--- src/inc/swr_defines.vh ---
`ifndef SWR_DEFINES_VH
`define SWR_DEFINES_VH

// Frame layout: command byte first, data byte second, MSB first.
`define SWR_FRAME_BITS 16
`define SWR_CNT_W 4
`define SWR_CMD_HI 13
`define SWR_CMD_LO 12
`define SWR_SEL_HI 9
`define SWR_SEL_LO 8
`define SWR_DATA_HI 7
`define SWR_DATA_LO 0

// Command codes.
`define SWR_CMD_NONE 2'h0
`define SWR_CMD_WRITE 2'h1
`define SWR_CMD_HW_POWER_DOWN_N 2'h2

// Channel select bits.
`define SWR_SEL_CH0 0
`define SWR_SEL_CH1 1

// Wiper codes.
`define SWR_WIPER_W 8
`define SWR_MIDSCALE 8'h80
`define SWR_CODE_B 8'h00

// Timing.
`define SWR_CLK_NS 100
`define SWR_RST_MIN_NS 150
`define SWR_RST_CYC ((`SWR_RST_MIN_NS + `SWR_CLK_NS - 1) / `SWR_CLK_NS)
`define SWR_RST_CNT_W 4

// Synchroniser lane order and idle values.
`define SWR_LANE_CS 0
`define SWR_LANE_SCK 1
`define SWR_LANE_SI 2
`define SWR_LANE_RS 3
`define SWR_LANE_PD 4
`define SWR_LANES 5
`define SWR_SYNC_IDLE 5'h19

`endif

--- src/rtl/swr_sync.v ---
`timescale 1ns/1ns
`default_nettype none

// Two flip-flop synchroniser; the first stage feeds only the second.
module swr_sync #(
  parameter WIDTH = 1,
  parameter [WIDTH-1:0] IDLE = {WIDTH{1'b0}}
) (
  input wire core_clk,
  input wire sys_rst,
  input wire [WIDTH-1:0] async_in,
  output wire [WIDTH-1:0] sync_out
);

  reg [WIDTH-1:0] meta_reg;
  reg [WIDTH-1:0] stable_reg;

  always @(posedge core_clk or posedge sys_rst) begin
    if (sys_rst) begin
      meta_reg <= IDLE;
      stable_reg <= IDLE;
    end else begin
      meta_reg <= async_in;
      stable_reg <= meta_reg;
    end
  end

  assign sync_out = stable_reg;

endmodule

`default_nettype wire

--- src/rtl/swr_wiper_ctrl.v ---
`timescale 1ns/1ns
`default_nettype none
`include "swr_defines.vh"

// Function
// - A fully loaded command runs when chip select rises.
// - Input is taken on serial clock rise; chain output moves on its fall.
// - With chip select high, serial clock and input toggles shift nothing.
// - The chain output is always driven and is low while chip select is high.
// - Hardware reset held low for 150 ns or more loads every wiper with 80h.
// - Power-down low shuts all channels; host keeps it high while selected.
// - Each of two channels owns an 8-bit wiper register of 256 positions.
// - Code 00h sets the wiper at terminal B; higher codes move it toward A.
// - Power-up leaves every wiper register at 80h.
// - Bits gather in the shift register before a wiper register takes them.
// - A serial command can shut down single channels on its own.
// - Shutdown keeps wiper codes; hardware reset changes codes, and taps of channels not shut down.
// - Three commands exist: no operation, wiper write and channel shutdown.
module swr_wiper_ctrl (
  input wire core_clk,
  input wire sys_rst,
  input wire spi_cs_n,
  input wire spi_sck,
  input wire spi_si,
  output wire spi_so,
  input wire hw_midscale_reset_n,
  input wire hw_power_down_n,
  output wire [`SWR_WIPER_W-1:0] wiper_position_ch0,
  output wire [`SWR_WIPER_W-1:0] wiper_position_ch1,
  output wire [`SWR_WIPER_W-1:0] wiper_ch0,
  output wire [`SWR_WIPER_W-1:0] wiper_ch1,
  output wire term_a_open_ch0,
  output wire term_a_open_ch1
);

  localparam ST_IDLE = 2'h1;
  localparam ST_SHIFT = 2'h2;

  ////////////////////////////////////////////////////////////////////////////

  wire [`SWR_LANES-1:0] pins_s;
  wire cs_n_s;
  wire sck_s;
  wire si_s;
  wire rs_n_s;
  wire pd_n_s;

  reg [1:0] state_reg;
  reg [1:0] state_next;
  reg sck_d_reg;
  reg cs_n_d_reg;
  reg [`SWR_FRAME_BITS-1:0] shift_reg;
  reg [`SWR_CNT_W-1:0] bit_cnt_reg;
  reg frame_seen_reg;
  reg so_reg;
  reg [`SWR_WIPER_W-1:0] pos0_reg;
  reg [`SWR_WIPER_W-1:0] pos1_reg;
  reg [`SWR_WIPER_W-1:0] tap0_reg;
  reg [`SWR_WIPER_W-1:0] tap1_reg;
  reg [1:0] sw_hw_power_down_n_reg;
  reg [1:0] open_a_reg;
  reg [`SWR_RST_CNT_W-1:0] rs_cnt_reg;

  wire sck_rise;
  wire sck_fall;
  wire cs_release;
  wire cs_select;
  wire frame_done;
  wire hw_reset_hit;
  wire [1:0] shut;
  wire [1:0] cmd;
  wire [1:0] sel;

  // Decodes whether a channel is named by the select field.
  function chan_hit;
    input [1:0] sel_field;
    input integer ch;
    begin
      chan_hit = sel_field[ch];
    end
  endfunction

  ////////////////////////////////////////////////////////////////////////////

  // The serial clock is slow against core_clk, so both edges are found by
  // sampling; all pins pass the same two stages and stay aligned.
  swr_sync #(
    .WIDTH(`SWR_LANES),
    .IDLE(`SWR_SYNC_IDLE)
  ) u_sync (
    .core_clk(core_clk),
    .sys_rst(sys_rst),
    .async_in({hw_power_down_n, hw_midscale_reset_n, spi_si, spi_sck,
               spi_cs_n}),
    .sync_out(pins_s)
  );

  assign cs_n_s = pins_s[`SWR_LANE_CS];
  assign sck_s = pins_s[`SWR_LANE_SCK];
  assign si_s = pins_s[`SWR_LANE_SI];
  assign rs_n_s = pins_s[`SWR_LANE_RS];
  assign pd_n_s = pins_s[`SWR_LANE_PD];

  assign sck_rise = sck_s & ~sck_d_reg & ~cs_n_s;
  assign sck_fall = ~sck_s & sck_d_reg & ~cs_n_s;
  assign cs_select = ~cs_n_s & cs_n_d_reg;
  assign cs_release = cs_n_s & ~cs_n_d_reg;
  assign frame_done = frame_seen_reg & (bit_cnt_reg == {`SWR_CNT_W{1'b0}});
  assign cmd = shift_reg[`SWR_CMD_HI:`SWR_CMD_LO];
  assign sel = shift_reg[`SWR_SEL_HI:`SWR_SEL_LO];
  assign hw_reset_hit = (rs_cnt_reg == `SWR_RST_CYC - 1) & ~rs_n_s;
  assign shut = sw_hw_power_down_n_reg | {2{~pd_n_s}};

  ////////////////////////////////////////////////////////////////////////////

  always @* begin
    state_next = state_reg;
    case (state_reg)
      ST_IDLE: begin
        if (cs_select) begin
          state_next = ST_SHIFT;
        end
      end
      ST_SHIFT: begin
        if (cs_n_s) begin
          state_next = ST_IDLE;
        end
      end
      default: begin
        state_next = ST_IDLE;
      end
    endcase
  end

  always @(posedge core_clk or posedge sys_rst) begin
    if (sys_rst) begin
      state_reg <= ST_IDLE;
      sck_d_reg <= 1'b0;
      cs_n_d_reg <= 1'b1;
    end else begin
      state_reg <= state_next;
      sck_d_reg <= sck_s;
      cs_n_d_reg <= cs_n_s;
    end
  end

  ////////////////////////////////////////////////////////////////////////////

  // Bits gather here first; nothing reaches a wiper until chip select rises.
  // Only a whole number of frames executes, and only its last frame, so a stray clock is harmless.
  always @(posedge core_clk or posedge sys_rst) begin
    if (sys_rst) begin
      shift_reg <= {`SWR_FRAME_BITS{1'b0}};
      bit_cnt_reg <= {`SWR_CNT_W{1'b0}};
      frame_seen_reg <= 1'b0;
    end else if (cs_select) begin
      bit_cnt_reg <= {`SWR_CNT_W{1'b0}};
      frame_seen_reg <= 1'b0;
    end else if (sck_rise && state_reg == ST_SHIFT) begin
      shift_reg <= {shift_reg[`SWR_FRAME_BITS-2:0], si_s};
      bit_cnt_reg <= bit_cnt_reg + 1'b1;
      if (bit_cnt_reg == `SWR_FRAME_BITS - 1) begin
        frame_seen_reg <= 1'b1;
      end
    end
  end

  // Chain output follows the bit leaving the register on the falling edge.
  always @(posedge core_clk or posedge sys_rst) begin
    if (sys_rst) begin
      so_reg <= 1'b0;
    end else if (cs_n_s) begin
      so_reg <= 1'b0;
    end else if (sck_fall) begin
      so_reg <= shift_reg[`SWR_FRAME_BITS-1];
    end
  end

  ////////////////////////////////////////////////////////////////////////////

  // Low time of the reset pin, counted in core_clk cycles.
  always @(posedge core_clk or posedge sys_rst) begin
    if (sys_rst) begin
      rs_cnt_reg <= {`SWR_RST_CNT_W{1'b0}};
    end else if (rs_n_s) begin
      rs_cnt_reg <= {`SWR_RST_CNT_W{1'b0}};
    end else if (rs_cnt_reg != `SWR_RST_CYC - 1) begin
      rs_cnt_reg <= rs_cnt_reg + 1'b1;
    end
  end

  // Hardware reset outranks a serial write; the host may not overlap them.
  always @(posedge core_clk or posedge sys_rst) begin
    if (sys_rst) begin
      pos0_reg <= `SWR_MIDSCALE;
      pos1_reg <= `SWR_MIDSCALE;
      sw_hw_power_down_n_reg <= 2'h0;
    end else if (hw_reset_hit) begin
      pos0_reg <= `SWR_MIDSCALE;
      pos1_reg <= `SWR_MIDSCALE;
    end else if (cs_release && state_reg == ST_SHIFT && frame_done) begin
      case (cmd)
        `SWR_CMD_WRITE: begin
          if (chan_hit(sel, `SWR_SEL_CH0)) begin
            pos0_reg <= shift_reg[`SWR_DATA_HI:`SWR_DATA_LO];
            sw_hw_power_down_n_reg[0] <= 1'b0;
          end
          if (chan_hit(sel, `SWR_SEL_CH1)) begin
            pos1_reg <= shift_reg[`SWR_DATA_HI:`SWR_DATA_LO];
            sw_hw_power_down_n_reg[1] <= 1'b0;
          end
        end
        `SWR_CMD_HW_POWER_DOWN_N: begin
          if (chan_hit(sel, `SWR_SEL_CH0)) begin
            sw_hw_power_down_n_reg[0] <= 1'b1;
          end
          if (chan_hit(sel, `SWR_SEL_CH1)) begin
            sw_hw_power_down_n_reg[1] <= 1'b1;
          end
        end
        default: begin
          sw_hw_power_down_n_reg <= sw_hw_power_down_n_reg;
        end
      endcase
    end
  end

  ////////////////////////////////////////////////////////////////////////////

  // Applied tap: the code itself, or terminal B while a channel is shut
  // down; the stored code is kept so the wiper returns to it.
  always @(posedge core_clk or posedge sys_rst) begin
    if (sys_rst) begin
      tap0_reg <= `SWR_MIDSCALE;
      tap1_reg <= `SWR_MIDSCALE;
      open_a_reg <= 2'h0;
    end else begin
      open_a_reg <= shut;
      tap0_reg <= shut[0] ? `SWR_CODE_B : pos0_reg;
      tap1_reg <= shut[1] ? `SWR_CODE_B : pos1_reg;
    end
  end

  assign spi_so = so_reg;
  assign wiper_position_ch0 = pos0_reg;
  assign wiper_position_ch1 = pos1_reg;
  assign wiper_ch0 = tap0_reg;
  assign wiper_ch1 = tap1_reg;
  assign term_a_open_ch0 = open_a_reg[0];
  assign term_a_open_ch1 = open_a_reg[1];

endmodule

`default_nettype wire

--- config.mk ---
export PLATFORM = sky130hd
export DESIGN_NAME = swr_wiper_ctrl
export DESIGN_NICKNAME = d
export VERILOG_FILES = /design/src/rtl/swr_sync.v /design/src/rtl/swr_wiper_ctrl.v
export VERILOG_INCLUDE_DIRS = /design/src /design/src/inc
export SDC_FILE = /design/constraint.sdc
export NUM_CORES = 1
export LEC_CHECK = 0
export BUFFER_PORTS_ARGS = -buffer_cell sky130_fd_sc_hd__buf_4
export CELL_PAD_IN_SITES_DETAIL_PLACEMENT = 1
export CELL_PAD_IN_SITES_GLOBAL_PLACEMENT = 1
export CORE_MARGIN = 5
export CORE_UTILIZATION = 30
export CTS_CLUSTER_SIZE = 10
export DETAILED_ROUTE_END_ITERATION = 7
export PLACE_DENSITY_LB_ADDON = 0.3
export SYNTH_ARGS = -nofsm -noshare
export SYNTH_HDL_FRONTEND = slang
export SYNTH_SLANG_ARGS = --single-unit
--- constraint.sdc ---
create_clock -name core_clk -period 2.17 [get_ports core_clk]
set_input_delay 0.217 -clock core_clk [delete_from_list [all_inputs] [get_ports core_clk]]
set_output_delay 0.217 -clock core_clk [all_outputs]
set_load 0.05 [all_outputs]
==> results.yml, run 1 <==
layout:
  syn_to_final_growth_pct: 25.2
  n_antenna_cell: 0
  largest_reg_flops: 16
  seqCellArea_um2: 1920
  multi_input_area_um2: 978
  drive_above_1_share: 0.354
  nFillCells: 1085
  final_nets: 293
power:
  p_leak_uw: 0.00180
  power_per_cell_area_nw_per_um2: 756
  peakVddDrop_v: 0.000304
logic_synthesis:
  synth_edf_count: 0
  synth_top_flop_cell: "dfrtp_1"
  yosys_warnings: 0
  ys_types: 38
  avgSynthCellArea_um2: 13.5
  synth_area_um2: 2990
  ys_seq_elements: 76
  yosysSeqAreaShare: 0.640
  syn-num-nets: 234
  synthArstFlopShare: 1.00
  synth_cells: 221
sta:
  finalHoldViolCount: 0
  fin_worst_skew_ns: 0.0169
  tightest_slew_ns: 0.663
  finalCriticalPeriod_ns: 2.01
  finalCritPeriodShare: 0.927
  timing.fmax_mhz: 497
  hold_ws_ns: 0.352
  fin_setup_tns_ns: 0
  setup_slack_ns: 0.159
  setup_viol: 0
  slew_headroom: 0.557
  rsz0062_at_grt: "no"
  slew_viol_final: 0
global_routing:
  grt_start_max_net_pins: 32
  grt_usage: 0.114
  grt_pass1_wl_um: 10300
  antenna_found_initial: 0
  overflow: 0
  first_global_vias: 2048
cts:
  cts_tree: "yes"
  path_clk_slew_ns: 0.09
  root_buffer: "clkbuf_8"
  cts_buffer_depth: 2
  cts_inserted_buffers: 9
  post_cts_buffers: 0
  clkLatencyLatePin_ns: 0.36
  cts.sinks: 76
  htreeDepth: 3
setup_path:
  critPathRequiredTime_ns: 2.39
  r2r_setup_slack_ns: 0.16
  r2r_cells: 3
  crit_chain: "or4b_1, or3_1, mux2i_1"
  critPathKind: "reg2reg"
  cpPeakStageDelay_ns: 0.66
  worst-path-buf-inv: 0
  rr_startpoint: "bit_cnt_reg[2]"
  cp_slowest_cell: "or4b_1"
  cp-start-kind: "register"
  end_kind: "register"
  crit_family: "simple AND/OR/NAND/NOR gates"
  crit_arrival_ns: 2.23
  reg2reg_to: "wiper_position_ch0[5]"
  cp_max_fo: 8
drt:
  top_layer_used: "met4"
  wl_met1_um: 2750
  viasPerCell: 4.47
  drt-initial-drc-count: 42
  wl_per_cell_um: 14.7
  first_pass_iters: 4
  drc: 0
  wl_um: 6130
  wl_met2_um: 2930
  vias: 1869
  routed-wl-met3_um: 321
  ant_nets: 0
hold_path:
  worstHoldStart: "u_sync.meta_reg[2]"
  min_to: "u_sync.sync_out[2]"
  hp-class: "reg2reg"
  holdPathStages: 0
run:
  maxCapViolations: 0
die:
  coreArea_um2: 9770
  dieHeight_um: 110
  die_x_um: 110
  std_cell_rows: 36
  dieArea_um2: 12100
  io-pin-count: 42
  start_util: 0.306
outcome:
  status: "completed"
placement:
  dp_slack_ns: 0.156
  place_congestion: 0.751
  dp_hpwl_um: 4420
  port_buffers: 41
==> logic make-up (layout without fill, tap and decap cells) <==
| logic type | count (synthesis) | count (layout) | share of synthesized area |
|---|---|---|---|
| adder cells (fa/ha/maj) | 6 | 6 | 0.0251 |
| AND/OR/NAND/NOR | 71 | 71 | 0.136 |
| AO/OA/AOI/OAI | 14 | 14 | 0.0393 |
| buffers and inverters | 18 | 82 | 0.0330 |
| multiplexers | 34 | 34 | 0.120 |
| flip-flops | 76 | 76 | 0.640 |
| XOR/XNOR | 2 | 2 | 0.00585 |
==> routing by layer <==
| layer | global-route usage | vias up |
|---|---|---|
| met3 | 0.0282 | 11 |
| met2 | 0.183 | 45 |
| met4 | 0.0588 | 0 |
| li1 | - | 868 |
| met5 | 0 | - |
| met1 | 0.141 | 945 |
==> how the worst max path moves through the flow <==
| stage | from | to | slack, ns | depth (start not counted) |
|---|---|---|---|---|
| 3_5_place_dp | bit_cnt_reg[2] | wiper_position_ch0[2] | 0.16 | 3 |
| 4_1_cts | bit_cnt_reg[2] | wiper_position_ch0[5] | 0.14 | 3 |
| 3_3_place_gp | bit_cnt_reg[2] | wiper_position_ch0[2] | 0.19 | 3 |
| 6_report | bit_cnt_reg[2] | wiper_position_ch0[5] | 0.16 | 3 |
| 2_1_floorplan | sys_rst | bit_cnt_reg[0] | 0.03 | 1 |
| 5_1_grt | bit_cnt_reg[2] | wiper_position_ch0[1] | 0.06 | 3 |
==> worst register-to-register path, stage by stage, from the launching register on <==
cell     delay [ns]
dfrtp_1        0.42
or4b_1         0.66
or3_1          0.62
mux2i_1        0.20
==> cell usage in the layout, fill, tap and decap left out, drive strengths merged, types with 3 or more instances in the layout <==
cell,synthesis,layout
nand2,24,24
inv,12,14
nand2b,3,3
dlygate4sd3,0,6
mux2,16,16
mux2i,18,18
dfrtp,64,64
clkbuf,1,9
and2,16,16
buf,5,48
ha,6,6
nor3,7,7
nor2b,4,4
nor2,5,5
dfstp,12,12
==> layout make-up <==
type                    instances  area share
inverters                      12      0.0124
clock buffers                   9      0.0331
well taps                     133      0.0444
multi-input cells             127       0.261
flip-flops and latches         76       0.512
clock inverters                 7      0.0220
repair buffers                 54       0.116
==> power by group <==
part           internal [uW]  switching (uW)
Sequential              1460            36.3
Clock                    549             576
Combinational           82.0             129
Total                   2090             741
==> metrics by stage <==
stage / util / total power (uW) / area (um^2) / cells
after floorplan: - / 1670 / 2990 / 221
after global placement: 0.356 / 1720 / 3480 / 396
after detailed placement: 0.356 / 1730 / 3480 / 396
after CTS: 0.383 / 2900 / 3750 / 418
after global routing: 0.383 / 3000 / 3750 / 418
final: 0.383 / 2830 / 3750 / 418
==> synthesized netlist by cell type, types with 2 or more instances <==
master	number	area, um^2
a21o_1	2	15.0
a31o_2	2	17.5
and2_1	16	100
buf_2	2	10.0
buf_6	2	22.5
dfrtp_1	64	1600
dfstp_2	12	315
ha_1	6	75.1
inv_1	12	45.0
mux2_2	16	180
mux2i_1	18	180
nand2_1	24	90.1
nand2b_1	3	18.8
nand3_1	2	10.0
nand4bb_1	2	22.5
nor2_1	5	18.8
nor2b_1	4	25.0
nor3_1	5	25.0
o21a_1	2	15.0
o41a_2	2	25.0
or3_1	2	12.5
or4b_1	2	20.0
==> timing repair <==
item / 4_1_cts / 5_1_grt
resized for setup: 0 / 0
hold buffers: 6 / 0
endpoints found under the hold margin: 28 / 0
setup endpoints to repair: 0 / 0
(Power assumes the default switching activity.)
==> run 2: changes to the inputs <==
--- a/config.mk
+++ b/config.mk
@@ -11,6 +11,7 @@
 export CELL_PAD_IN_SITES_GLOBAL_PLACEMENT = 1
 export CORE_MARGIN = 5
 export CORE_UTILIZATION = 30
+export CTS_BUF_LIST = sky130_fd_sc_hd__clkbuf_4
 export CTS_CLUSTER_SIZE = 10
 export DETAILED_ROUTE_END_ITERATION = 7
 export PLACE_DENSITY_LB_ADDON = 0.3
==> results.yml, run 2 (synthesis gave the netlist of run 1 again) <==
sta:
  fin_setup_tns_ns: 0
  fin_worst_skew_ns: 0.0272
  slew_headroom: 0.548
  finalHoldViolCount: 0
  setup_viol: 0
  tightest_slew_ns: 0.676
  slew_viol_final: 0
  rsz0062_at_grt: "no"
  timing.fmax_mhz: 498
  finalCriticalPeriod_ns: 2.01
  finalCritPeriodShare: 0.926
power:
  peakVddDrop_v: 0.000284
  power_per_cell_area_nw_per_um2: 712
  power_uw: 2630
  p_leak_uw: 0.00178
drt:
  ant_nets: 0
  wl_met2_um: 2930
  wl_met1_um: 2760
  vias: 1859
  wl_um: 6100
  wl_per_cell_um: 14.6
  routed-wl-met3_um: 319
  top_layer_used: "met4"
  drc: 0
  viasPerCell: 4.45
  first_pass_iters: 4
  drt-initial-drc-count: 57
cts:
  cts_tree: "yes"
  post_cts_buffers: 0
  cts_buffer_depth: 2
  path_clk_slew_ns: 0.15
  postCtsHoldBufs: 6
  clkLatencyLatePin_ns: 0.43
  cts.sinks: 76
  root_buffer: "clkbuf_4"
  htreeDepth: 3
  cts_inserted_buffers: 9
  cts_resized: 0
global_routing:
  first_global_vias: 2059
  grt_usage: 0.113
  grt_pass1_wl_um: 10300
  antenna_found_initial: 0
  grt_start_max_net_pins: 32
  overflow: 0
die:
  dieArea_um2: 12100
  io-pin-count: 42
  start_util: 0.306
  die_x_um: 110
  dieHeight_um: 110
  coreArea_um2: 9770
  std_cell_rows: 36
layout:
  syn_to_final_growth_pct: 23.3
  final_common_cell: "dfrtp_1"
  multi_input_area_um2: 978
  seqCellArea_um2: 1920
  drive_above_1_share: 0.354
  n_antenna_cell: 0
  final_nets: 293
  largest_reg_flops: 16
  nFillCells: 1094
  final_cell_mix: "dfrtp_1, buf_4, nand2_1"
setup_path:
  end_kind: "register"
  r2r_cells: 3
  crit_arrival_ns: 2.31
  r2r_setup_slack_ns: 0.16
  crit_end: "wiper_position_ch0[5]"
  cp-startpoint: "bit_cnt_reg[2]"
  critPathKind: "reg2reg"
  cp_max_fo: 8
  rr_startpoint: "bit_cnt_reg[2]"
  reg2reg_to: "wiper_position_ch0[5]"
  cp-start-kind: "register"
  critPathRequiredTime_ns: 2.47
run:
  maxCapViolations: 0
outcome:
  status: "completed"
placement:
  place_congestion: 0.751
  dp_hpwl_um: 4420
  port_buffers: 41
hold_path:
  hp-class: "in2async"
## run 2: cell counts in the layout (fill, tap and decap cells not counted)
Identical to the previous run, type by type.
## run 2: per-stage QoR
step                      hold slack (ns)   util  setup WS, ns  instances  instance area [um^2]
after floorplan                     0.221      -        0.0345        221                  2990
after global placement              0.288  0.356         0.192        396                  3480
after detailed placement            0.295  0.356         0.156        396                  3480
after CTS                           0.354  0.378         0.133        418                  3690
after global routing                0.371  0.378        0.0550        418                  3690
final                               0.356  0.378         0.161        418                  3690
## run 2: where the power goes
part	internal (uW)	total [uW]	switching [uW]	leakage, uW
logic	81.8	210	129	0.000704
registers	1460	1500	36.4	0.00100
clock network	368	917	549	0.0000751
total	1910	2630	714	0.00178
## run 2: critical path: stages, from the launching register on
cell     delay, ns
dfrtp_1       0.43
or4b_1        0.66
or3_1         0.61
mux2i_1       0.19
## run 2: routing by layer
metal	GRT usage	vias up
li1	-	868
met1	0.139	940
met2	0.185	43
met3	0.0264	8
met4	0.0561	0
met5	0	-
## run 2: worst min-delay path by stage
stage	endpoint	startpoint	slack [ns]	cells after the start
2_1_floorplan	u_sync.meta_reg[0]	spi_cs_n	0.22	0
3_3_place_gp	shift_reg[12]	sys_rst	0.29	2
3_5_place_dp	shift_reg[10]	sys_rst	0.30	2
4_1_cts	wiper_position_ch1[6]	sys_rst	0.35	3
5_1_grt	u_sync.sync_out[2]	u_sync.meta_reg[2]	0.37	0
6_report	wiper_ch1[6]	sys_rst	0.36	3
## run 2: area by class of cell
type                       count  share of cell area
clock buffer                   9              0.0183
clock inverter                 7              0.0224
inverter                      12              0.0125
multi-input combinational    127               0.265
sequential                    76               0.519
tap                          133              0.0451
timing repair buffer          54               0.117
==> run 3: changes to the inputs <==
--- a/config.mk
+++ b/config.mk
@@ -6,7 +6,7 @@
 export SDC_FILE = /design/constraint.sdc
 export NUM_CORES = 1
 export LEC_CHECK = 0
-export BUFFER_PORTS_ARGS = -buffer_cell sky130_fd_sc_hd__buf_4
+export ABC_AREA = 1
 export CELL_PAD_IN_SITES_DETAIL_PLACEMENT = 1
 export CELL_PAD_IN_SITES_GLOBAL_PLACEMENT = 1
 export CORE_MARGIN = 5
@@ -14,6 +14,7 @@
 export CTS_BUF_LIST = sky130_fd_sc_hd__clkbuf_4
 export CTS_CLUSTER_SIZE = 10
 export DETAILED_ROUTE_END_ITERATION = 7
+export DONT_BUFFER_PORTS = 1
 export PLACE_DENSITY_LB_ADDON = 0.3
 export SYNTH_ARGS = -nofsm -noshare
 export SYNTH_HDL_FRONTEND = slang
==> results.yml, run 3 <==
logic_synthesis:
  avgSynthCellArea_um2: 9.65
  yosysTopAreaCell: "dfrtp_1"
  yosysMostFrequentCell: "nand2_1"
  ys_seq_elements: 76
  synth_cells: 317
  yosysSeqAreaShare: 0.627
  netlist_top_cells_count: "nand2_1, dfrtp_1, inv_1"
  synthArstFlopShare: 1.00
  netlist.area_leader.share: 0.524
  yosys-top-cells-area: "dfrtp_1, dfstp_2, nand2_1, inv_1, nand3_1"
  ys_types: 26
  syn-num-nets: 330
  synth_top_flop_cell: "dfrtp_1"
  yosys_warnings: 0
  synth_area_um2: 3060
  synth_edf_count: 0
layout:
  nFillCells: 1127
  final_nets: 342
  final_cell_mix: "nand2_1, dfrtp_1, inv_1"
  drive_above_1_share: 0.120
  n_antenna_cell: 0
  multi_input_area_um2: 921
  seqCellArea_um2: 1920
  final_common_cell: "nand2_1"
  syn_to_final_growth_pct: 11.4
  largest_reg_flops: 16
drt:
  vias: 2098
  routed-wl-met3_um: 398
  drt-initial-drc-count: 79
  wl_met2_um: 3000
  first_pass_iters: 4
  wl_um: 6560
  wl_met1_um: 3000
  top_layer_used: "met4"
  ant_nets: 0
  viasPerCell: 4.49
  wl_per_cell_um: 14.1
  drc: 0
sta:
  finalCriticalPeriod_ns: 1.66
  slew_headroom: 0.633
  rsz0062_at_grt: "no"
  finalHoldViolCount: 0
  fin_setup_tns_ns: 0
  tightest_slew_ns: 0.551
  finalCritPeriodShare: 0.764
  hold_ws_ns: 0.166
  timing.fmax_mhz: 603
  slew_viol_final: 0
  setup_viol: 0
  fin_worst_skew_ns: 0.0153
power:
  seqPwrFrac: 0.590
  p_clk_frac: 0.314
  p_sw_uw: 865
  intPower_uw: 1970
  switching_share: 0.306
  peakVddDrop_v: 0.000288
  p_leak_uw: 0.00169
  power_uw: 2830
  power_per_cell_area_nw_per_um2: 830
  p_comb_frac: 0.096
cts:
  clkLatencyLatePin_ns: 0.44
  post_cts_buffers: 0
  path_clk_slew_ns: 0.14
  htreeDepth: 3
  postCtsHoldBufs: 6
  cts_resized: 0
  cts_inserted_buffers: 9
  cts.sinks: 76
  cts_tree: "yes"
  cts_buffer_depth: 2
  root_buffer: "clkbuf_4"
die:
  dieArea_um2: 12300
  die_x_um: 111
  start_util: 0.310
  dieHeight_um: 111
  io-pin-count: 42
  std_cell_rows: 36
  coreArea_um2: 9860
setup_path:
  path_common_cell: "nand2_1"
  crit_arrival_ns: 2.01
  cpPeakStageDelay_ns: 0.49
  critPathKind: "reg2reg"
  end_kind: "register"
  crit_chain: "inv_1, nand2_1, nor2_2, nand2_2, nor2_4, nand2_1, o21ai_1"
  critPathRequiredTime_ns: 2.53
  cp_slowest_cell: "nor2_4"
  cp-start-kind: "register"
  cp_max_fo: 24
outcome:
  status: "completed"
global_routing:
  antenna_found_initial: 0
  grt_start_max_net_pins: 36
  grt_usage: 0.116
  overflow: 0
  first_global_vias: 2211
  grt_pass1_wl_um: 11500
run:
  maxCapViolations: 0
hold_path:
  hp-class: "in2async"
placement:
  port_buffers: 0
  dp_hpwl_um: 4660
  place_congestion: 0.739
==> run 3: critical path: cells and delay by family (launching register included) <==
kind                   cells  cell delay, ns
and+or+nand+nor            5            1.01
buffers and inverters      1            0.06
AOI/OAI and AO/OA          1            0.11
DFF                        1            0.39
==> run 3: path summary, 6_finish.rpt <==
path                                     from                 end  slack, ns  cells past startpoint
min in group core_clk                spi_cs_n  u_sync.meta_reg[0]       0.30                      1
max                              state_reg[0]       shift_reg[12]       0.51                      7
max reg2reg                      state_reg[0]       shift_reg[12]       0.51                      7
min                                   sys_rst      bit_cnt_reg[2]       0.17                      2
max in group asynchronous             sys_rst       shift_reg[11]       1.35                      3
min reg2reg                u_sync.meta_reg[3]  u_sync.sync_out[3]       0.36                      0
==> run 3: metrics by stage <==
step	worst slack, ns	area, um^2	instances	utilization
2_1_floorplan	0.0345	3060	317	-
6_report	0.512	3410	467	0.346
4_1_cts	0.484	3410	467	0.346
5_1_grt	0.312	3410	467	0.346
3_3_place_gp	0.570	3210	445	0.325
3_5_place_dp	0.522	3210	445	0.325
==> run 3: cell type report <==
| type | count | area share |
|---|---|---|
| clock inverter | 6 | 0.0187 |
| inverter | 43 | 0.0477 |
| sequential | 76 | 0.562 |
| tap | 133 | 0.0488 |
| timing repair buffer | 10 | 0.0301 |
| clock buffer | 10 | 0.0220 |
| multi-input combinational | 189 | 0.270 |
==> run 3: logic make-up after synthesis <==
family,count (synthesis),share of synthesized area
compound gates,24,0.0405
xor+xnor,4,0.0115
fa+ha+maj,6,0.0245
buf+inv,52,0.0724
flops,76,0.627
simple gates,155,0.225
==> run 3: power by group through the flow <==
| stage | Combinational [uW] | Clock (uW) | Sequential, uW |
|---|---|---|---|
| after CTS | 281 | 936 | 1670 |
| after global routing | 321 | 995 | 1690 |
| final | 272 | 888 | 1670 |
| after detailed placement | 271 | 0 | 1700 |
| after floorplan | 202 | 0 | 1680 |
| after global placement | 258 | 0 | 1690 |
==> run 3: metal layers <==
metal	track usage	vias to the layer above
met5	0	-
met4	0.0591	0
met3	0.0371	13
met2	0.179	50
met1	0.146	1012
li1	-	1023
